==> src/rtl/sis_pkg.sv <==
// Purpose: shared constants for the digital audio input selector
// Assumes: 8-bit register port, 4-bit byte address
// Notes:   every offset, field position, reset value and count lives here
package sis_pkg;

  localparam int unsigned SIS_AW = 4;
  localparam int unsigned SIS_DW = 8;

  // register byte addresses
  localparam logic [3:0] SIS_ADDR_CTRL = 4'h0;
  localparam logic [3:0] SIS_ADDR_STAT = 4'h4;

  // control register fields
  localparam int unsigned SIS_CTRL_RXSEL  = 0;
  localparam int unsigned SIS_CTRL_MULTI_PIN_FUNCTION_SELECT  = 1;
  localparam int unsigned SIS_CTRL_THROUGH_OUTPUT_SELECT = 3;
  localparam int unsigned SIS_CTRL_GENERAL_OUTPUT_SELECT = 4;
  localparam int unsigned SIS_CTRL_NPMUTE = 6;
  localparam logic [7:0]  SIS_CTRL_RST    = 8'h00;
  localparam logic [7:0]  SIS_CTRL_MASK   = 8'h7f;

  // status register fields
  localparam int unsigned SIS_STAT_NONPCM = 0;
  localparam int unsigned SIS_STAT_EMPH   = 1;
  localparam int unsigned SIS_STAT_MUTE   = 2;
  localparam int unsigned SIS_STAT_HOST   = 3;

  // multi-purpose pin function
  typedef enum logic [1:0] {
    SIS_MP_HIZ      = 2'b00,
    SIS_MP_SPDIF_IN = 2'b01,
    SIS_MP_RSVD_2   = 2'b10,
    SIS_MP_RSVD_3   = 2'b11
  } sis_mp_mode_t;

  // general output pin content
  typedef enum logic [1:0] {
    SIS_GPO_LOW    = 2'b00,
    SIS_GPO_THRU   = 2'b01,
    SIS_GPO_SW_A   = 2'b10,
    SIS_GPO_SW_B   = 2'b11
  } sis_gpo_mode_t;

  // channel status bit positions on cs_bits_in
  localparam int unsigned SIS_CS_PRO    = 0;
  localparam int unsigned SIS_CS_NONPCM = 1;
  localparam int unsigned SIS_CS_EMPH   = 3;
  localparam logic [2:0]  SIS_CS_EMPH_5015 = 3'h1;

  // dedicated-pin flags refresh once per channel status block
  localparam logic [7:0] SIS_BLOCK_LAST = 8'hbf;

  // cycles after reset until the three-flop strap filter shows the real pin level
  localparam logic [2:0] SIS_SYNC_FLUSH = 3'h4;

endpackage

==> src/rtl/sis_sync.sv <==
// Purpose: three-flop synchroniser with agreement filter for a pin input
// Assumes: input is asynchronous to clk_sys_in
// Notes:   output changes only once stages two and three agree
`timescale 1ns/10ps
module sis_sync (
  input  wire logic clk_sys_in,
  input  wire logic sys_rst_in,
  input  wire logic async_in,
  output logic      sync_out
);

  logic s1_q, s2_q, s3_q, f_q;
  logic f_d;

  always_comb begin
    f_d = f_q;
    if (s2_q == s3_q) begin
      f_d = s3_q;
    end
  end

  // first stage feeds only the second
  always_ff @(posedge clk_sys_in) begin
    if (sys_rst_in) begin
      s1_q <= 1'b0;
      s2_q <= 1'b0;
      s3_q <= 1'b0;
      f_q  <= 1'b0;
    end else begin
      s1_q <= async_in;
      s2_q <= s1_q;
      s3_q <= s2_q;
      f_q  <= f_d;
    end
  end

  assign sync_out = f_q;

endmodule

==> src/rtl/sis_selector.sv <==
// Purpose: input and output selector around a digital audio receiver
// Assumes: demodulator, channel status and serial audio on clk_sys_in
// Notes:   pins are filtered through sis_sync; all outputs are flops
`timescale 1ns/10ps
module sis_selector (
  input  wire logic       clk_sys_in,
  input  wire logic       sys_rst_in,
  input  wire logic [3:0] reg_addr_in,
  input  wire logic [7:0] reg_wdata_in,
  input  wire logic       reg_wr_in,
  input  wire logic       reg_rd_in,
  output logic      [7:0] reg_rdata_out,
  input  wire logic       host_strap_in,
  input  wire logic       primary_receive_pin_in,
  input  wire logic       multi_purpose_pin_in,
  output logic            multi_purpose_pin_out,
  output logic            multi_purpose_pin_oe_out,
  output logic            general_output_pin_out,
  output logic            demod_data_out,
  input  wire logic       frame_strobe_in,
  input  wire logic [5:0] cs_bits_in,
  input  wire logic       serial_audio_in,
  output logic            serial_audio_out
);

  logic rx_f, mp_f, host_f;

  sis_sync u_sync_rx (
    .clk_sys_in (clk_sys_in),
    .sys_rst_in (sys_rst_in),
    .async_in   (primary_receive_pin_in),
    .sync_out   (rx_f)
  );

  sis_sync u_sync_mp (
    .clk_sys_in (clk_sys_in),
    .sys_rst_in (sys_rst_in),
    .async_in   (multi_purpose_pin_in),
    .sync_out   (mp_f)
  );

  // strap is watched continuously, so a host can be attached late
  sis_sync u_sync_host (
    .clk_sys_in (clk_sys_in),
    .sys_rst_in (sys_rst_in),
    .async_in   (host_strap_in),
    .sync_out   (host_f)
  );

  // ---------------- strap settle ----------------
  // host_f shows its reset value until the filter has flushed; driving the
  // multi pin on that guess would fight a host-mode input right after reset
  logic [2:0] settle_q, settle_d;
  logic       strap_ok;

  always_comb begin
    settle_d = settle_q;
    if (settle_q != sis_pkg::SIS_SYNC_FLUSH) begin
      settle_d = settle_q + 3'h1;
    end
  end

  always_ff @(posedge clk_sys_in) begin
    if (sys_rst_in) begin
      settle_q <= 3'h0;
    end else begin
      settle_q <= settle_d;
    end
  end

  assign strap_ok = (settle_q == sis_pkg::SIS_SYNC_FLUSH);

  // ---------------- register port ----------------
  logic [7:0] ctrl_q, ctrl_d;
  logic [7:0] rdata_q, rdata_d;
  logic [7:0] stat;

  sis_pkg::sis_mp_mode_t  multi_pin_function_select;
  sis_pkg::sis_gpo_mode_t general_output_select;
  logic                   rxsel, through_output_select, npmute;

  assign multi_pin_function_select  = sis_pkg::sis_mp_mode_t'(ctrl_q[sis_pkg::SIS_CTRL_MULTI_PIN_FUNCTION_SELECT +: 2]);
  assign general_output_select = sis_pkg::sis_gpo_mode_t'(ctrl_q[sis_pkg::SIS_CTRL_GENERAL_OUTPUT_SELECT +: 2]);
  assign rxsel  = ctrl_q[sis_pkg::SIS_CTRL_RXSEL];
  assign through_output_select = ctrl_q[sis_pkg::SIS_CTRL_THROUGH_OUTPUT_SELECT];
  assign npmute = ctrl_q[sis_pkg::SIS_CTRL_NPMUTE];

  logic nonpcm_q, emph_q, mute_q;

  always_comb begin
    stat = 8'h00;
    stat[sis_pkg::SIS_STAT_NONPCM] = nonpcm_q;
    stat[sis_pkg::SIS_STAT_EMPH]   = emph_q;
    stat[sis_pkg::SIS_STAT_MUTE]   = mute_q;
    stat[sis_pkg::SIS_STAT_HOST]   = host_f;
  end

  always_comb begin
    ctrl_d  = ctrl_q;
    rdata_d = 8'h00;
    if (reg_wr_in && reg_addr_in == sis_pkg::SIS_ADDR_CTRL) begin
      ctrl_d = reg_wdata_in & sis_pkg::SIS_CTRL_MASK;
    end
    if (reg_rd_in) begin
      case (reg_addr_in)
        sis_pkg::SIS_ADDR_CTRL: rdata_d = ctrl_q;
        sis_pkg::SIS_ADDR_STAT: rdata_d = stat;
        default:                rdata_d = 8'h00;
      endcase
    end
  end

  always_ff @(posedge clk_sys_in) begin
    if (sys_rst_in) begin
      ctrl_q  <= sis_pkg::SIS_CTRL_RST;
      rdata_q <= 8'h00;
    end else begin
      ctrl_q  <= ctrl_d;
      rdata_q <= rdata_d;
    end
  end

  assign reg_rdata_out = rdata_q;

  // ---------------- channel status flags ----------------
  logic [7:0] frame_cnt_q, frame_cnt_d;
  logic       nonpcm_d, emph_d;

  always_comb begin
    frame_cnt_d = frame_cnt_q;
    nonpcm_d    = nonpcm_q;
    emph_d      = emph_q;
    if (frame_strobe_in) begin
      if (frame_cnt_q == sis_pkg::SIS_BLOCK_LAST) begin
        frame_cnt_d = 8'h00;
        nonpcm_d    = cs_bits_in[sis_pkg::SIS_CS_NONPCM];
        emph_d      = !cs_bits_in[sis_pkg::SIS_CS_PRO] && !cs_bits_in[sis_pkg::SIS_CS_NONPCM]
                      && cs_bits_in[sis_pkg::SIS_CS_EMPH +: 3] == sis_pkg::SIS_CS_EMPH_5015;
      end else begin
        frame_cnt_d = frame_cnt_q + 8'h01;
      end
    end
  end

  always_ff @(posedge clk_sys_in) begin
    if (sys_rst_in) begin
      frame_cnt_q <= 8'h00;
      nonpcm_q    <= 1'b0;
      emph_q      <= 1'b0;
    end else begin
      frame_cnt_q <= frame_cnt_d;
      nonpcm_q    <= nonpcm_d;
      emph_q      <= emph_d;
    end
  end

  // ---------------- routing ----------------
  logic mp_in_en, mp_src, thru_src;
  logic demod_q, demod_d, gpo_q, gpo_d, mp_out_q, mp_out_d, mp_oe_q, mp_oe_d;
  logic audio_q, audio_d, mute_d;

  always_comb begin
    // functions other than SIS_MP_SPDIF_IN disconnect the multi pin input; mp_src stays low
    mp_in_en = host_f && multi_pin_function_select == sis_pkg::SIS_MP_SPDIF_IN;
    mp_src   = mp_in_en ? mp_f : 1'b0;
    thru_src = through_output_select ? mp_src : rx_f;
    demod_d  = (host_f && rxsel) ? mp_src : rx_f;
    gpo_d    = 1'b0;
    if (!host_f) begin
      gpo_d = nonpcm_q;
    end else begin
      case (general_output_select)
        sis_pkg::SIS_GPO_THRU: gpo_d = thru_src;
        sis_pkg::SIS_GPO_SW_A: gpo_d = 1'b0;
        sis_pkg::SIS_GPO_SW_B: gpo_d = 1'b1;
        default:               gpo_d = 1'b0;
      endcase
    end
    // the pin is only driven without a host, so it never fights an input
    mp_oe_d  = strap_ok && !host_f;
    mp_out_d = !emph_q;
    mute_d   = host_f && npmute && nonpcm_q;
    audio_d  = mute_d ? 1'b0 : serial_audio_in;
  end

  always_ff @(posedge clk_sys_in) begin
    if (sys_rst_in) begin
      demod_q  <= 1'b0;
      gpo_q    <= 1'b0;
      mp_out_q <= 1'b0;
      mp_oe_q  <= 1'b0;
      mute_q   <= 1'b0;
      audio_q  <= 1'b0;
    end else begin
      demod_q  <= demod_d;
      gpo_q    <= gpo_d;
      mp_out_q <= mp_out_d;
      mp_oe_q  <= mp_oe_d;
      mute_q   <= mute_d;
      audio_q  <= audio_d;
    end
  end

  assign demod_data_out           = demod_q;
  assign general_output_pin_out   = gpo_q;
  assign multi_purpose_pin_out    = mp_out_q;
  assign multi_purpose_pin_oe_out = mp_oe_q;
  assign serial_audio_out         = audio_q;
endmodule

==> config.mk <==
export PLATFORM = sky130hd
export DESIGN_NAME = sis_selector
export DESIGN_NICKNAME = d
export VERILOG_FILES = /design/src/rtl/sis_pkg.sv /design/src/rtl/sis_sync.sv /design/src/rtl/sis_selector.sv
export SDC_FILE = /design/constraint.sdc
export NUM_CORES = 1
export LEC_CHECK = 0
export BUFFER_PORTS_ARGS = -buffer_cell sky130_fd_sc_hd__buf_2
export CORE_MARGIN = 5
export CORE_UTILIZATION = 56
export CTS_BUF_LIST = sky130_fd_sc_hd__clkbuf_4 sky130_fd_sc_hd__clkbuf_8 sky130_fd_sc_hd__clkbuf_16
export CTS_CLUSTER_DIAMETER = 150
export CTS_CLUSTER_SIZE = 20
export DETAILED_ROUTE_END_ITERATION = 10
export PLACE_DENSITY = 0.8
export SLEW_MARGIN = 20
export SYNTH_ARGS = -nofsm -noshare
export SYNTH_HDL_FRONTEND = slang
export SYNTH_SLANG_ARGS = --single-unit
==> constraint.sdc <==
create_clock -name clk_sys_in -period 2.7 [get_ports clk_sys_in]
set_input_delay 0.135 -clock clk_sys_in [delete_from_list [all_inputs] [get_ports clk_sys_in]]
set_output_delay 0.135 -clock clk_sys_in [all_outputs]
set_load 0.01 [all_outputs]
==> impl_results.html, run 1 <==
<table>
<tr><th>Metric</th><th>Value</th></tr>
<tr><th colspan="2">Run status</th></tr>
<tr><td>Outcome</td><td>completed</td></tr>
<tr><th colspan="2">Global route</th></tr>
<tr><td>First-pass GRT wire length</td><td>5.582 mm</td></tr>
<tr><td>Via count of the first global-routing pass</td><td>~1300</td></tr>
<tr><td>Pin count of the biggest net entering global routing</td><td>42</td></tr>
<tr><td>Antenna violations before repair</td><td>0</td></tr>
<tr><td>Overall overflow remaining after global route</td><td>0</td></tr>
<tr><td>Global routing usage summed across all routing layers</td><td>0.1706</td></tr>
<tr><th colspan="2">Setup path</th></tr>
<tr><td>Crit path arrival time</td><td>1.84 ns</td></tr>
<tr><td>Cell family with most CP delay</td><td>simple AND/OR/NAND/NOR gates</td></tr>
<tr><td>Kind of launch point of the worst setup path</td><td>register</td></tr>
<tr><td>Standard cell with the maximum stage delay on the critical path</td><td>or4_1</td></tr>
<tr><td>List of cells traversed by the critical path</td><td>ha_1 &gt; nand3_1 &gt; or4_1 &gt; a21oi_1</td></tr>
<tr><td>Crit path max fanout</td><td>5</td></tr>
<tr><td>Buffering stage count on the worst path with inverters included</td><td>0</td></tr>
<tr><td>Nature of the critical path endpoint</td><td>register</td></tr>
<tr><td>Setup CP Type</td><td>reg -&gt; reg</td></tr>
<tr><td>Peak per-stage delay on the critical path</td><td>around 0.50 ns</td></tr>
<tr><td>Worst Path Required</td><td>2.98 ns</td></tr>
<tr><th colspan="2">Floorplanning</th></tr>
<tr><td>Die span in x</td><td>about 65 um</td></tr>
<tr><td>Placeable core region</td><td>3003 sq um</td></tr>
<tr><td>IO Pins</td><td>40</td></tr>
<tr><td>Initial Util</td><td>0.5696</td></tr>
<tr><td>Die Area</td><td>4260 sq um</td></tr>
<tr><td>Die Height</td><td>65.27 um</td></tr>
<tr><td>Number of core rows</td><td>20</td></tr>
<tr><th colspan="2">Finish</th></tr>
<tr><td>Layout Area Growth over Synthesis</td><td>17.85%</td></tr>
<tr><td>Fraction of layout cells with a size suffix above 1</td><td>0.2202</td></tr>
<tr><td>Most common library cell in the layout ignoring fill and taps</td><td>dfxtp_1</td></tr>
<tr><td>Highest-count cells in the layout ignoring fill and taps</td><td>dfxtp_1 (45), buf_2 (36), nor2_1 (14)</td></tr>
<tr><td>Final net count</td><td>247</td></tr>
<tr><td>Count of inserted antenna diode cells</td><td>0</td></tr>
<tr><th colspan="2">Flow run</th></tr>
<tr><td>Number of max-cap violations</td><td>0</td></tr>
<tr><th colspan="2">Synth</th></tr>
<tr><td>Net count after synthesis</td><td>206</td></tr>
<tr><td>Synthesized area per cell</td><td>between 9 and 10 sq um</td></tr>
<tr><td>Share of the yosys chip area belonging to registers</td><td>0.5267</td></tr>
<tr><td>Synthesis warning total</td><td>0</td></tr>
<tr><td>Post-Syn Area</td><td>1710 sq um</td></tr>
<tr><td>Post-synthesis sequential element count</td><td>45</td></tr>
<tr><td>Unique cell type count in the Yosys netlist</td><td>36</td></tr>
<tr><td>Cell count after synthesis</td><td>176</td></tr>
<tr><th colspan="2">Timing</th></tr>
<tr><td>Min Clock Period, post-route</td><td>1.555 ns</td></tr>
<tr><td>Clock Skews</td><td>0.01125 ns</td></tr>
<tr><td>Max frequency</td><td>approximately 640 MHz</td></tr>
<tr><td>Final hold violation count</td><td>0</td></tr>
<tr><td>Ratio of final minimum period to clock period</td><td>0.5761</td></tr>
<tr><td>Worst slew slack as a fraction of its limit</td><td>0.5570</td></tr>
<tr><td>Unrepaired setup endpoints after global routing</td><td>no</td></tr>
<tr><td>Measured slew at the worst slew-check pin</td><td>0.6644 ns</td></tr>
<tr><td>Sum Neg Setup Slack</td><td>0 ns</td></tr>
<tr><td>Max-slew violations</td><td>0</td></tr>
<tr><td>Number of setup violations in the final report</td><td>0</td></tr>
<tr><th colspan="2">Clock network</th></tr>
<tr><td>Cts bufs inserted</td><td>5</td></tr>
<tr><td>Cell at the root of the clock tree</td><td>clkbuf_4</td></tr>
<tr><td>Clock sinks</td><td>45</td></tr>
<tr><td>Clock latency of the later-clocked register in the worst-skew pair</td><td>~0.36 ns</td></tr>
<tr><td>Deepest level of the CTS H-tree</td><td>2</td></tr>
<tr><td>Clock slew at the register clock pins of the worst setup and hold paths</td><td>around 0.13 ns</td></tr>
<tr><td>Clock tree from TritonCTS</td><td>yes</td></tr>
<tr><td>Clock Tree Buf Depth</td><td>2</td></tr>
<tr><th colspan="2">Route</th></tr>
<tr><td>DRT Pass-1 Iters</td><td>4</td></tr>
<tr><td>Number of DRC markers in iteration 0</td><td>slightly above 100</td></tr>
<tr><td>Drt wl/cell</td><td>13.29 um</td></tr>
<tr><td>Avg Vias per Cell</td><td>~5.4</td></tr>
<tr><td>DRT antenna net count</td><td>0</td></tr>
<tr><td>Vias</td><td>1346</td></tr>
<tr><td>DRC violation count after routing</td><td>0</td></tr>
<tr><td>Post-detailed-routing wire length</td><td>3.335 mm</td></tr>
<tr><th colspan="2">Worst hold path</th></tr>
<tr><td>HP Class</td><td>in -&gt; reg</td></tr>
<tr><th colspan="2">Power and ir drop</th></tr>
<tr><td>Total design power</td><td>1.105 mW</td></tr>
<tr><td>Largest vdd supply drop</td><td>approximately 0.34 mV</td></tr>
<tr><td>Pwr/cell area</td><td>between 500 and 600 nW/um^2</td></tr>
<tr><td>Static leakage</td><td>0.8062 nW</td></tr>
<tr><th colspan="2">Placement</th></tr>
<tr><td>Final estimated routing congestion in global placement</td><td>0.8592</td></tr>
<tr><td>Number of buffer cells added on primary ports</td><td>36</td></tr>
<tr><td>Detailed placer's ending HPWL</td><td>2.424 mm</td></tr>
</table>
==> report_power, final <==
part | internal (mW) | switching [mW]
Combinational | 0.0443 | 0.0454
Sequential | 0.682 | 0.0129
Clock | 0.103 | 0.216
==> final cells by class <==
| class | instances | area [sq um] |
|---|---|---|
| sequential | 45 | 900.9 |
| fill | 244 | 987.2 |
| multi-input combinational | 120 | 763.2 |
| tap | 33 | 41.29 |
| clock buffer | 5 | 37.54 |
| inverter | 3 | 11.26 |
| clock inverter | 3 | 21.27 |
| timing repair buffer | 42 | 240.2 |
==> metrics by stage <==
| stage | hold slack (ns) | utilization | cell area, sq um | setup WS, ns | instances |
|---|---|---|---|---|---|
| 2_1_floorplan | 0.2632 | - | 1710 | 1.304 | 176 |
| 3_3_place_gp | 0.3458 | 0.6317 | 1897 | 1.261 | 237 |
| 3_5_place_dp | 0.3557 | 0.6317 | 1897 | 1.184 | 237 |
| 4_1_cts | 0.01091 | 0.6646 | 1996 | 1.154 | 249 |
| 5_1_grt | 0.003352 | 0.6713 | 2016 | 1.070 | 251 |
| 6_report | 0.02566 | 0.6713 | 2016 | 1.145 | 251 |
==> registers in the layout, summed over array words and instances (netlist names), 3 cells and up <==
name           cells
frame_cnt_q        8
ctrl_q             7
reg_rdata_out      7
settle_q           3
==> cell usage after synthesis, drive strengths merged <==
cell	number	area, sq um
dfxtp	45	900.9
nor2	14	52.55
a21oi	13	65.06
o21ai	13	65.06
nand3	12	65.06
nor2b	11	68.82
nand2	9	33.78
mux2i	8	80.08
clkbuf	5	18.77
nand2b	5	31.28
nor3	5	30.03
buf	3	16.26
ha	3	37.54
inv	3	11.26
nor3b	3	22.52
xor2	3	26.28
a31oi	2	12.51
and3b	2	17.52
nand3b	2	15.01
nand4	2	18.77
or3	2	12.51
xnor2	2	17.52
a211oi	1	7.510
and4b	1	10.01
conb	1	3.750
nand4bb	1	11.26
nor4	1	21.27
o311ai	1	8.760
o41a	1	11.26
or4	1	7.510
or4b	1	10.01
==> logic make-up (layout without fill, tap and decap cells) <==
kind of cell	count (synthesis)	in the layout	share of synthesized area
other	1	1	0.002192
multiplexers	8	8	0.04682
XOR/XNOR	5	5	0.02561
AND/OR/NAND/NOR	72	72	0.2502
AO/OA/AOI/OAI	31	31	0.09949
buffers and inverters	11	53	0.02706
adder cells (fa/ha/maj)	3	3	0.02195
flip-flops	45	45	0.5267
==> worst register-to-register path: cells and delay by family (launching register included) <==
| family | cells | cell delay (ns) |
|---|---|---|
| simple gates | 2 | 0.68 |
| flops | 1 | 0.42 |
| fa+ha+maj | 1 | 0.26 |
| compound gates | 1 | 0.13 |
==> worst paths after layout <==
| check | startpoint | to | slack [ns] | cells past startpoint |
|---|---|---|---|---|
| setup / recovery | frame_cnt_q[0]$_SDFFE_PP0P_ | frame_cnt_q[6]$_SDFFE_PP0P_ | 1.14 | 4 |
| hold / removal | reg_wdata_in[6] | ctrl_q[6]$_SDFFE_PP0P_ | 0.03 | 3 |
| setup reg to reg | frame_cnt_q[0]$_SDFFE_PP0P_ | frame_cnt_q[6]$_SDFFE_PP0P_ | 1.14 | 4 |
| hold reg to reg | u_sync_host.s1_q$_SDFF_PP0_ | u_sync_host.s2_q$_SDFF_PP0_ | 0.45 | 1 |
==> metal layers <==
metal / global-route usage / vias to the layer above / routed length (um)
li1: - / 687 / -
met3: 0.06325 / 2 / 173
met2: 0.2895 / 28 / 1747
met5: 0 / - / 0
met4: 0.08031 / 0 / 18
met1: 0.1877 / 629 / 1397
==> what timing repair did <==
action,4_1_cts,5_1_grt
endpoints found under the setup margin,0,0
hold buffers,4,2
buffers inserted,0,0
gates resized for setup,0,0
hold endpoints to repair,4,2
Note: power is estimated with default switching activity, not from simulation.
==> run 2: changes to the inputs <==
--- a/config.mk
+++ b/config.mk
@@ -5,14 +5,15 @@
 export SDC_FILE = /design/constraint.sdc
 export NUM_CORES = 1
 export LEC_CHECK = 0
+export ABC_AREA = 1
 export BUFFER_PORTS_ARGS = -buffer_cell sky130_fd_sc_hd__buf_2
 export CORE_MARGIN = 5
-export CORE_UTILIZATION = 56
+export CORE_UTILIZATION = 47
 export CTS_BUF_LIST = sky130_fd_sc_hd__clkbuf_4 sky130_fd_sc_hd__clkbuf_8 sky130_fd_sc_hd__clkbuf_16
 export CTS_CLUSTER_DIAMETER = 150
 export CTS_CLUSTER_SIZE = 20
 export DETAILED_ROUTE_END_ITERATION = 10
-export PLACE_DENSITY = 0.8
+export PLACE_DENSITY = 0.71
 export SLEW_MARGIN = 20
 export SYNTH_ARGS = -nofsm -noshare
 export SYNTH_HDL_FRONTEND = slang
==> constraint.sdc (replaced) <==
create_clock -name clk_sys_in -period 1.3 [get_ports clk_sys_in]
set_input_delay 0.065 -clock clk_sys_in [delete_from_list [all_inputs] [get_ports clk_sys_in]]
set_output_delay 0.065 -clock clk_sys_in [all_outputs]
set_load 0.01 [all_outputs]
==> run 2 against run 1 <==
Compared with the run above:
- non-clock buffer count grew 12
- worst hold slack lost 0.024 ns
- area after synthesis shrank 1.6%
- critical endpoint is now emph_q$_SDFFE_PP0P_
==> impl_results.html, run 2 <==
<table>
<tr><th>Metric</th><th>Value</th></tr>
<tr><th colspan="2">Clock network</th></tr>
<tr><td>Clock sinks</td><td>between 40 and 50</td></tr>
<tr><td>Deepest level of the CTS H-tree</td><td>2</td></tr>
<tr><td>Clock latency of the later-clocked register in the worst-skew pair</td><td>between 0.3 and 0.4 ns</td></tr>
<tr><td>Clock Tree Buf Depth</td><td>2</td></tr>
<tr><td>Cell at the root of the clock tree</td><td>clkbuf_4</td></tr>
<tr><td>Clock slew at the register clock pins of the worst setup and hold paths</td><td>~0.14 ns</td></tr>
<tr><td>Clock tree from TritonCTS</td><td>yes</td></tr>
<tr><td>Cts bufs inserted</td><td>5</td></tr>
<tr><th colspan="2">Floorplanning</th></tr>
<tr><td>IO Pins</td><td>40</td></tr>
<tr><td>Die Area</td><td>4877 sq um</td></tr>
<tr><td>Die span in x</td><td>69.84 um</td></tr>
<tr><td>Number of core rows</td><td>21</td></tr>
<tr><td>Placeable core region</td><td>3390 sq um</td></tr>
<tr><td>Initial Util</td><td>0.4965</td></tr>
<tr><td>Die Height</td><td>around 70 um</td></tr>
<tr><th colspan="2">Finish</th></tr>
<tr><td>Fraction of layout cells with a size suffix above 1</td><td>0.2377</td></tr>
<tr><td>Layout Area Growth over Synthesis</td><td>27.88%</td></tr>
<tr><td>Max FFs per register</td><td>8</td></tr>
<tr><td>Highest-count cells in the layout ignoring fill and taps</td><td>dfxtp_1 (43), buf_2 (36), inv_1 (28), nand2_1 (28), nor2_1 (27)</td></tr>
<tr><td>Fin cells</td><td>311</td></tr>
<tr><td>Most common library cell in the layout ignoring fill and taps</td><td>dfxtp_1</td></tr>
<tr><td>Final net count</td><td>294</td></tr>
<tr><td>Area of combinational cells with multiple inputs</td><td>around 650 sq um</td></tr>
<tr><td>Count of inserted antenna diode cells</td><td>0</td></tr>
<tr><td>Fill count</td><td>300</td></tr>
<tr><td>Area taken by flip-flops and latches</td><td>903.4 sq um</td></tr>
<tr><td>Register bank with the most flops</td><td>frame_cnt_q</td></tr>
<tr><th colspan="2">Synth</th></tr>
<tr><td>Cells taking the most area after synthesis</td><td>dfxtp_1 (54%), nand2_1 (6.9%), a21oi_1 (6.8%)</td></tr>
<tr><td>Synthesized area per cell</td><td>8.091 sq um</td></tr>
<tr><td>Share of the yosys chip area belonging to registers</td><td>0.5353</td></tr>
<tr><td>Area share of the leading cell type in the synthesized netlist</td><td>0.5353</td></tr>
<tr><td>Post-synth top cells</td><td>dfxtp_1 (45), nand2_1 (31), inv_1 (28), nor2_1 (28), a21oi_1 (23)</td></tr>
<tr><td>Async S/R FF share, synth</td><td>0</td></tr>
<tr><td>Synthesis warning total</td><td>0</td></tr>
<tr><td>Cell count after synthesis</td><td>208</td></tr>
<tr><td>Number of synthesized flops with an enable pin</td><td>0</td></tr>
<tr><td>Dominant synthesized flop cell</td><td>dfxtp_1</td></tr>
<tr><td>Net count after synthesis</td><td>238</td></tr>
<tr><td>Most frequent cell after synthesis</td><td>dfxtp_1</td></tr>
<tr><td>Post-Syn Area</td><td>1683 sq um</td></tr>
<tr><td>Post-synthesis sequential element count</td><td>45</td></tr>
<tr><td>Library cell with the largest summed area after synthesis</td><td>dfxtp_1</td></tr>
<tr><td>Unique cell type count in the Yosys netlist</td><td>24</td></tr>
<tr><th colspan="2">Global route</th></tr>
<tr><td>Antenna violations before repair</td><td>0</td></tr>
<tr><td>Global routing usage summed across all routing layers</td><td>0.1423</td></tr>
<tr><td>Pin count of the biggest net entering global routing</td><td>20</td></tr>
<tr><td>Via count of the first global-routing pass</td><td>1322</td></tr>
<tr><td>First-pass GRT wire length</td><td>5.595 mm</td></tr>
<tr><td>Overall overflow remaining after global route</td><td>0</td></tr>
<tr><th colspan="2">Setup path</th></tr>
<tr><td>Setup CP Type</td><td>reg -&gt; reg</td></tr>
<tr><td>Peak per-stage delay on the critical path</td><td>between 0.3 and 0.4 ns</td></tr>
<tr><td>Buffering stage count on the worst path with inverters included</td><td>0</td></tr>
<tr><td>Crit path max fanout</td><td>5</td></tr>
<tr><td>Standard cell with the maximum stage delay on the critical path</td><td>dfxtp_2</td></tr>
<tr><td>Nature of the critical path endpoint</td><td>register</td></tr>
<tr><td>Library cell appearing most often on the critical path</td><td>nor2_1</td></tr>
<tr><td>List of cells traversed by the critical path</td><td>ha_2 &gt; nand2_2 &gt; nor2_4 &gt; nand4_4 &gt; nor2_1 &gt; nor2_1</td></tr>
<tr><td>Crit path arrival time</td><td>1.45 ns</td></tr>
<tr><td>Worst Path Required</td><td>1.55 ns</td></tr>
<tr><td>Kind of launch point of the worst setup path</td><td>register</td></tr>
<tr><td>Cell family with most CP delay</td><td>simple AND/OR/NAND/NOR gates</td></tr>
<tr><th colspan="2">Power and ir drop</th></tr>
<tr><td>Pwr/cell area</td><td>1226 nW/um^2</td></tr>
<tr><td>Switching share of power</td><td>0.2366</td></tr>
<tr><td>Largest vdd supply drop</td><td>0.7474 mV</td></tr>
<tr><td>Logic gate share of total power</td><td>0.102</td></tr>
<tr><td>Power share of the sequential group</td><td>0.565</td></tr>
<tr><td>Net Switching</td><td>approximately 0.62 mW</td></tr>
<tr><td>Static leakage</td><td>~0.96 nW</td></tr>
<tr><td>Clock Power Share</td><td>0.333</td></tr>
<tr><td>Cell-internal power</td><td>2.015 mW</td></tr>
<tr><th colspan="2">Flow run</th></tr>
<tr><td>Number of max-cap violations</td><td>0</td></tr>
<tr><th colspan="2">Placement</th></tr>
<tr><td>Inst Count DP</td><td>289</td></tr>
<tr><td>Number of buffer cells added on primary ports</td><td>36</td></tr>
<tr><td>Detailed placer's ending HPWL</td><td>2.362 mm</td></tr>
<tr><td>Final estimated routing congestion in global placement</td><td>0.8252</td></tr>
<tr><th colspan="2">Route</th></tr>
<tr><td>DRC violation count after routing</td><td>0</td></tr>
<tr><td>DRT Pass-1 Iters</td><td>4</td></tr>
<tr><td>Drt wl/cell</td><td>10.57 um</td></tr>
<tr><td>Number of DRC markers in iteration 0</td><td>104</td></tr>
<tr><td>Post-detailed-routing wire length</td><td>3.287 mm</td></tr>
<tr><td>Avg Vias per Cell</td><td>roughly 4.6</td></tr>
<tr><td>DRT antenna net count</td><td>0</td></tr>
<tr><td>Vias</td><td>1423</td></tr>
<tr><th colspan="2">Timing</th></tr>
<tr><td>Final hold violation count</td><td>0</td></tr>
<tr><td>Max frequency</td><td>836.7 MHz</td></tr>
<tr><td>Max-slew violations</td><td>0</td></tr>
<tr><td>Unrepaired setup endpoints after global routing</td><td>no</td></tr>
<tr><td>Ratio of final minimum period to clock period</td><td>0.9193</td></tr>
<tr><td>Sum Neg Setup Slack</td><td>0 ns</td></tr>
<tr><td>Min Clock Period, post-route</td><td>1.195 ns</td></tr>
<tr><td>Number of setup violations in the final report</td><td>0</td></tr>
<tr><td>Clock Skews</td><td>about 0.024 ns</td></tr>
<tr><th colspan="2">Run status</th></tr>
<tr><td>Outcome</td><td>completed</td></tr>
<tr><th colspan="2">Worst hold path</th></tr>
<tr><td>HP Class</td><td>in -&gt; reg</td></tr>
</table>
## run 2: final cells by class
cell class | instances | share of cell area
tap | 46 | 0.02674
sequential | 45 | 0.4198
inverter | 29 | 0.05058
clock buffer | 6 | 0.02093
clock inverter | 2 | 0.01802
multi-input combinational | 129 | 0.3035
timing repair buffer | 54 | 0.1605
## run 2: final timing paths
kind / slack, ns / from / end / cells after the start
max: 0.10 / frame_cnt_q[0]$_SDFFE_PP0P_ / emph_q$_SDFFE_PP0P_ / 6
min: 0.001 / reg_wdata_in[6] / ctrl_q[6]$_SDFFE_PP0P_ / 3
max reg2reg: 0.10 / frame_cnt_q[0]$_SDFFE_PP0P_ / emph_q$_SDFFE_PP0P_ / 6
min reg2reg: 0.41 / u_sync_rx.s1_q$_SDFF_PP0_ / u_sync_rx.s2_q$_SDFF_PP0_ / 2
## run 2: logic make-up (layout without fill, tap and decap cells)
family / count (synthesis) / after routing / share of synthesized area
adder cells (fa/ha/maj): 3 / 3 / 0.02231
other: 1 / 1 / 0.002228
AO/OA/AOI/OAI: 37 / 37 / 0.1115
XOR/XNOR: 3 / 3 / 0.01562
flip-flops: 45 / 45 / 0.5353
AND/OR/NAND/NOR: 85 / 85 / 0.2290
buffers and inverters: 34 / 91 / 0.08401
## run 2: worst min-delay path: cells and delay by family
family	cells	cell delay [ns]
AO/OA/AOI/OAI	2	0.19
buffers and inverters	1	0.07
## run 2: stage by stage
step	hold WS (ns)	total power, mW	utilization	setup slack [ns]	cell area, sq um
after floorplan	0.1720	1.677	-	0.1464	1683
after global placement	0.2636	1.755	0.5659	0.05871	1918
after detailed placement	0.2712	1.757	0.5659	0.02030	1918
after CTS	0.004600	2.658	0.6268	0.02586	2125
after global routing	0.01449	2.776	0.6349	0.002719	2152
final	0.001348	2.639	0.6349	0.1049	2152
## run 2: repair_timing
item	CTS	global route
pin swaps	0	1
setup endpoints to repair	1	7
hold endpoints to repair	11	0
setup buffers	0	2
hold buffers	12	0
gates resized for setup	1	6
## run 2: per-layer routing
metal  vias up  track usage  routed length [um]
li1        769            -                   -
met1       600       0.1674                1438
met2        45       0.2308                1531
met3         9      0.04783                 239
met4         0      0.06809                  78
met5         -            0                   0
## run 2: power groups by stage
stage                     Sequential, mW  Combinational [mW]  Clock (mW)
after floorplan                     1.52               0.158           0
after global placement              1.52               0.235           0
after detailed placement            1.52               0.236           0
after CTS                           1.49               0.264       0.904
after global routing                1.50               0.313       0.965
final                               1.49               0.270       0.879
==> run 3: changes to the inputs <==
--- a/config.mk
+++ b/config.mk
@@ -13,7 +13,7 @@
 export CTS_CLUSTER_DIAMETER = 150
 export CTS_CLUSTER_SIZE = 20
 export DETAILED_ROUTE_END_ITERATION = 10
-export PLACE_DENSITY = 0.71
+export PLACE_DENSITY = 0.83
 export SLEW_MARGIN = 20
 export SYNTH_ARGS = -nofsm -noshare
 export SYNTH_HDL_FRONTEND = slang
==> run 3 against run 2 <==
Compared with the run above:
- cell area fell by 1.9%
- core utilization fell by 1.2 points
- die area did not move
- largest power group unchanged
==> impl_results.html, run 3 (synthesis gave the netlist of run 2 again) <==
<table>
<tr><th>Metric</th><th>Value</th></tr>
<tr><th colspan="2">Run status</th></tr>
<tr><td>Outcome</td><td>completed</td></tr>
<tr><th colspan="2">Setup path</th></tr>
<tr><td>Nature of the critical path endpoint</td><td>register</td></tr>
<tr><td>Crit path arrival time</td><td>1.43 ns</td></tr>
<tr><td>Slack of the worst reg-to-reg path</td><td>between 0.1 and 0.15 ns</td></tr>
<tr><td>Worst r2r path cells</td><td>7</td></tr>
<tr><td>Kind of launch point of the worst setup path</td><td>input pin</td></tr>
<tr><td>Crit path max fanout</td><td>1</td></tr>
<tr><td>R2R Path Start</td><td>frame_cnt_q[0]$_SDFFE_PP0P_</td></tr>
<tr><td>Worst Path Required</td><td>1.55 ns</td></tr>
<tr><td>Crit Reg-Reg Endpoint</td><td>nonpcm_q$_SDFFE_PP0P_</td></tr>
<tr><td>Setup CP Type</td><td>in -&gt; reg</td></tr>
<tr><th colspan="2">Clock network</th></tr>
<tr><td>Deepest level of the CTS H-tree</td><td>2</td></tr>
<tr><td>Clock latency of the later-clocked register in the worst-skew pair</td><td>0.34 ns</td></tr>
<tr><td>Clock sinks</td><td>45</td></tr>
<tr><td>Cts bufs inserted</td><td>5</td></tr>
<tr><td>Clock tree from TritonCTS</td><td>yes</td></tr>
<tr><td>Clock Tree Buf Depth</td><td>2</td></tr>
<tr><td>Cell at the root of the clock tree</td><td>clkbuf_4</td></tr>
<tr><td>Clock slew at the register clock pins of the worst setup and hold paths</td><td>0.13 ns</td></tr>
<tr><th colspan="2">Route</th></tr>
<tr><td>Vias</td><td>1422</td></tr>
<tr><td>Post-detailed-routing wire length</td><td>3.213 mm</td></tr>
<tr><td>DRT Pass-1 Iters</td><td>4</td></tr>
<tr><td>Uppermost signal routing layer after detailed routing</td><td>met4</td></tr>
<tr><td>WL met2</td><td>1.597 mm</td></tr>
<tr><td>Avg Vias per Cell</td><td>4.617</td></tr>
<tr><td>DRT antenna net count</td><td>0</td></tr>
<tr><td>DRC violation count after routing</td><td>0</td></tr>
<tr><td>Number of DRC markers in iteration 0</td><td>69</td></tr>
<tr><td>Drt wl/cell</td><td>10.43 um</td></tr>
<tr><td>Detailed route wirelength on metal3</td><td>approximately 210 um</td></tr>
<tr><td>Length of routed wiring on met1</td><td>1.396 mm</td></tr>
<tr><th colspan="2">Worst hold path</th></tr>
<tr><td>Hold Path Origin</td><td>cs_bits_in[0]</td></tr>
<tr><td>HP Class</td><td>in -&gt; reg</td></tr>
<tr><td>Cell depth of the worst hold path</td><td>4</td></tr>
<tr><td>Worst min-delay path endpoint</td><td>emph_q$_SDFFE_PP0P_</td></tr>
<tr><th colspan="2">Finish</th></tr>
<tr><td>Core Util, Final</td><td>0.6227</td></tr>
<tr><td>Max FFs per register</td><td>8</td></tr>
<tr><td>Highest-count cells in the layout ignoring fill and taps</td><td>dfxtp_1 (43), buf_2 (36), nand2_1 (29)</td></tr>
<tr><td>Final net count</td><td>291</td></tr>
<tr><td>Fraction of layout cells with a size suffix above 1</td><td>0.2252</td></tr>
<tr><td>Most common library cell in the layout ignoring fill and taps</td><td>dfxtp_1</td></tr>
<tr><td>Area of combinational cells with multiple inputs</td><td>658.1 sq um</td></tr>
<tr><td>Final Cell Area</td><td>2111 sq um</td></tr>
<tr><td>Register bank with the most flops</td><td>frame_cnt_q</td></tr>
<tr><td>Count of inserted antenna diode cells</td><td>0</td></tr>
<tr><td>Fill count</td><td>297</td></tr>
<tr><td>Area taken by flip-flops and latches</td><td>905.9 sq um</td></tr>
<tr><td>Layout Area Growth over Synthesis</td><td>25.43%</td></tr>
<tr><th colspan="2">Timing</th></tr>
<tr><td>Clock Skews</td><td>0.01693 ns</td></tr>
<tr><td>Final hold violation count</td><td>0</td></tr>
<tr><td>Min Clock Period, post-route</td><td>1.180 ns</td></tr>
<tr><td>Max-slew violations</td><td>0</td></tr>
<tr><td>Max frequency</td><td>about 850 MHz</td></tr>
<tr><td>Number of setup violations in the final report</td><td>0</td></tr>
<tr><td>Ratio of final minimum period to clock period</td><td>0.9077</td></tr>
<tr><th colspan="2">Floorplanning</th></tr>
<tr><td>Die span in x</td><td>69.84 um</td></tr>
<tr><td>IO Pins</td><td>40</td></tr>
<tr><td>Number of core rows</td><td>21</td></tr>
<tr><td>Die Height</td><td>69.84 um</td></tr>
<tr><td>Initial Util</td><td>0.4965</td></tr>
<tr><td>Die Area</td><td>around 4900 sq um</td></tr>
<tr><td>Placeable core region</td><td>3390 sq um</td></tr>
<tr><th colspan="2">Flow run</th></tr>
<tr><td>Number of max-cap violations</td><td>0</td></tr>
<tr><th colspan="2">Power and ir drop</th></tr>
<tr><td>Static leakage</td><td>0.9276 nW</td></tr>
<tr><td>Switching share of power</td><td>0.2496</td></tr>
<tr><td>Pwr/cell area</td><td>1143 nW/um^2</td></tr>
<tr><td>Logic gate share of total power</td><td>0.108</td></tr>
<tr><td>Largest vdd supply drop</td><td>0.5475 mV</td></tr>
<tr><td>Cell-internal power</td><td>1.810 mW</td></tr>
<tr><td>Net Switching</td><td>0.6022 mW</td></tr>
<tr><td>Clock Power Share</td><td>0.273</td></tr>
<tr><td>Total design power</td><td>2.413 mW</td></tr>
<tr><td>Power share of the sequential group</td><td>0.619</td></tr>
<tr><th colspan="2">Global route</th></tr>
<tr><td>Pin count of the biggest net entering global routing</td><td>20</td></tr>
<tr><td>Global routing usage summed across all routing layers</td><td>0.1397</td></tr>
<tr><td>Via count of the first global-routing pass</td><td>1343</td></tr>
<tr><td>Antenna violations before repair</td><td>0</td></tr>
<tr><td>Overall overflow remaining after global route</td><td>0</td></tr>
<tr><td>First-pass GRT wire length</td><td>about 5.5 mm</td></tr>
<tr><th colspan="2">Placement</th></tr>
<tr><td>Detailed placer's ending HPWL</td><td>2.289 mm</td></tr>
<tr><td>Final estimated routing congestion in global placement</td><td>between 0.8 and 0.9</td></tr>
<tr><td>Number of buffer cells added on primary ports</td><td>36</td></tr>
<tr><td>Instance area at placement</td><td>1911 sq um</td></tr>
</table>
[run 3: changes by cell type in the layout (fill, tap and decap cells not counted), sizes merged]
cell,before,now
buf,42,40
clkinvlp,0,2
bufinv,1,0
clkinv,1,0
dlygate4sd3,12,11
[run 3: timing repair]
| action | in CTS | in global routing |
|---|---|---|
| pin swaps | 0 | 3 |
| hold endpoints to repair | 10 | 0 |
| gates resized for setup | 1 | 6 |
| setup endpoints to repair | 4 | 7 |
| hold buffers | 11 | 0 |
| setup buffers | 0 | 1 |
[run 3: final cells by class]
class                   count  share of cell area
multi-input cells         129              0.3118
well taps                  46             0.02727
inverters                  29             0.05157
repair buffers             51              0.1517
flip-flops and latches     45              0.4292
clock buffers               6             0.02134
clock inverters             2            0.007113
[run 3: per-layer routing]
metal | vias up | global-route usage
li1 | 763 | -
met1 | 619 | 0.1581
met2 | 38 | 0.2445
met3 | 2 | 0.04348
met4 | 0 | 0.05106
met5 | - | 0
[run 3: stage by stage]
stage | TNS [ns] | setup WS, ns | hold slack [ns] | cells
finish | 0 | 0.1200 | 0.009087 | 308
global route | -0.01404 | -0.01404 | 0.003061 | 308
CTS | 0 | 0.01284 | 0.001225 | 307
detailed placement | 0 | 0.009184 | 0.2723 | 288
global placement | 0 | 0.06433 | 0.2671 | 288
floorplan | 0 | 0.1464 | 0.1720 | 208
[run 3: worst max-delay path by stage]
stage	from	to	slack, ns	depth (start not counted)
after floorplan	frame_cnt_q[0]$_SDFFE_PP0P_	frame_cnt_q[7]$_SDFFE_PP0P_	0.15	6
after global placement	frame_cnt_q[0]$_SDFFE_PP0P_	frame_cnt_q[7]$_SDFFE_PP0P_	0.06	6
after detailed placement	frame_cnt_q[0]$_SDFFE_PP0P_	frame_cnt_q[7]$_SDFFE_PP0P_	0.009	6
after CTS	frame_cnt_q[0]$_SDFFE_PP0P_	nonpcm_q$_SDFFE_PP0P_	0.01	6
after global routing	frame_cnt_q[0]$_SDFFE_PP0P_	nonpcm_q$_SDFFE_PP0P_	-0.01	7
final	reg_wdata_in[2]	ctrl_q[2]$_SDFFE_PP0P_	0.12	5
[run 3: power groups by stage]
stage	registers, mW	clock network [mW]	logic [mW]
2_1_floorplan	1.52	0	0.158
3_3_place_gp	1.52	0	0.230
3_5_place_dp	1.52	0	0.233
4_1_cts	1.49	0.687	0.258
5_1_grt	1.51	0.770	0.305
6_report	1.49	0.659	0.260
[run 3: worst max-delay path: stages]
cell	delay, ns
dlygate4sd3_1	0.53
buf_2	0.12
nand3_1	0.08
dlygate4sd3_1	0.57
a21oi_1	0.06
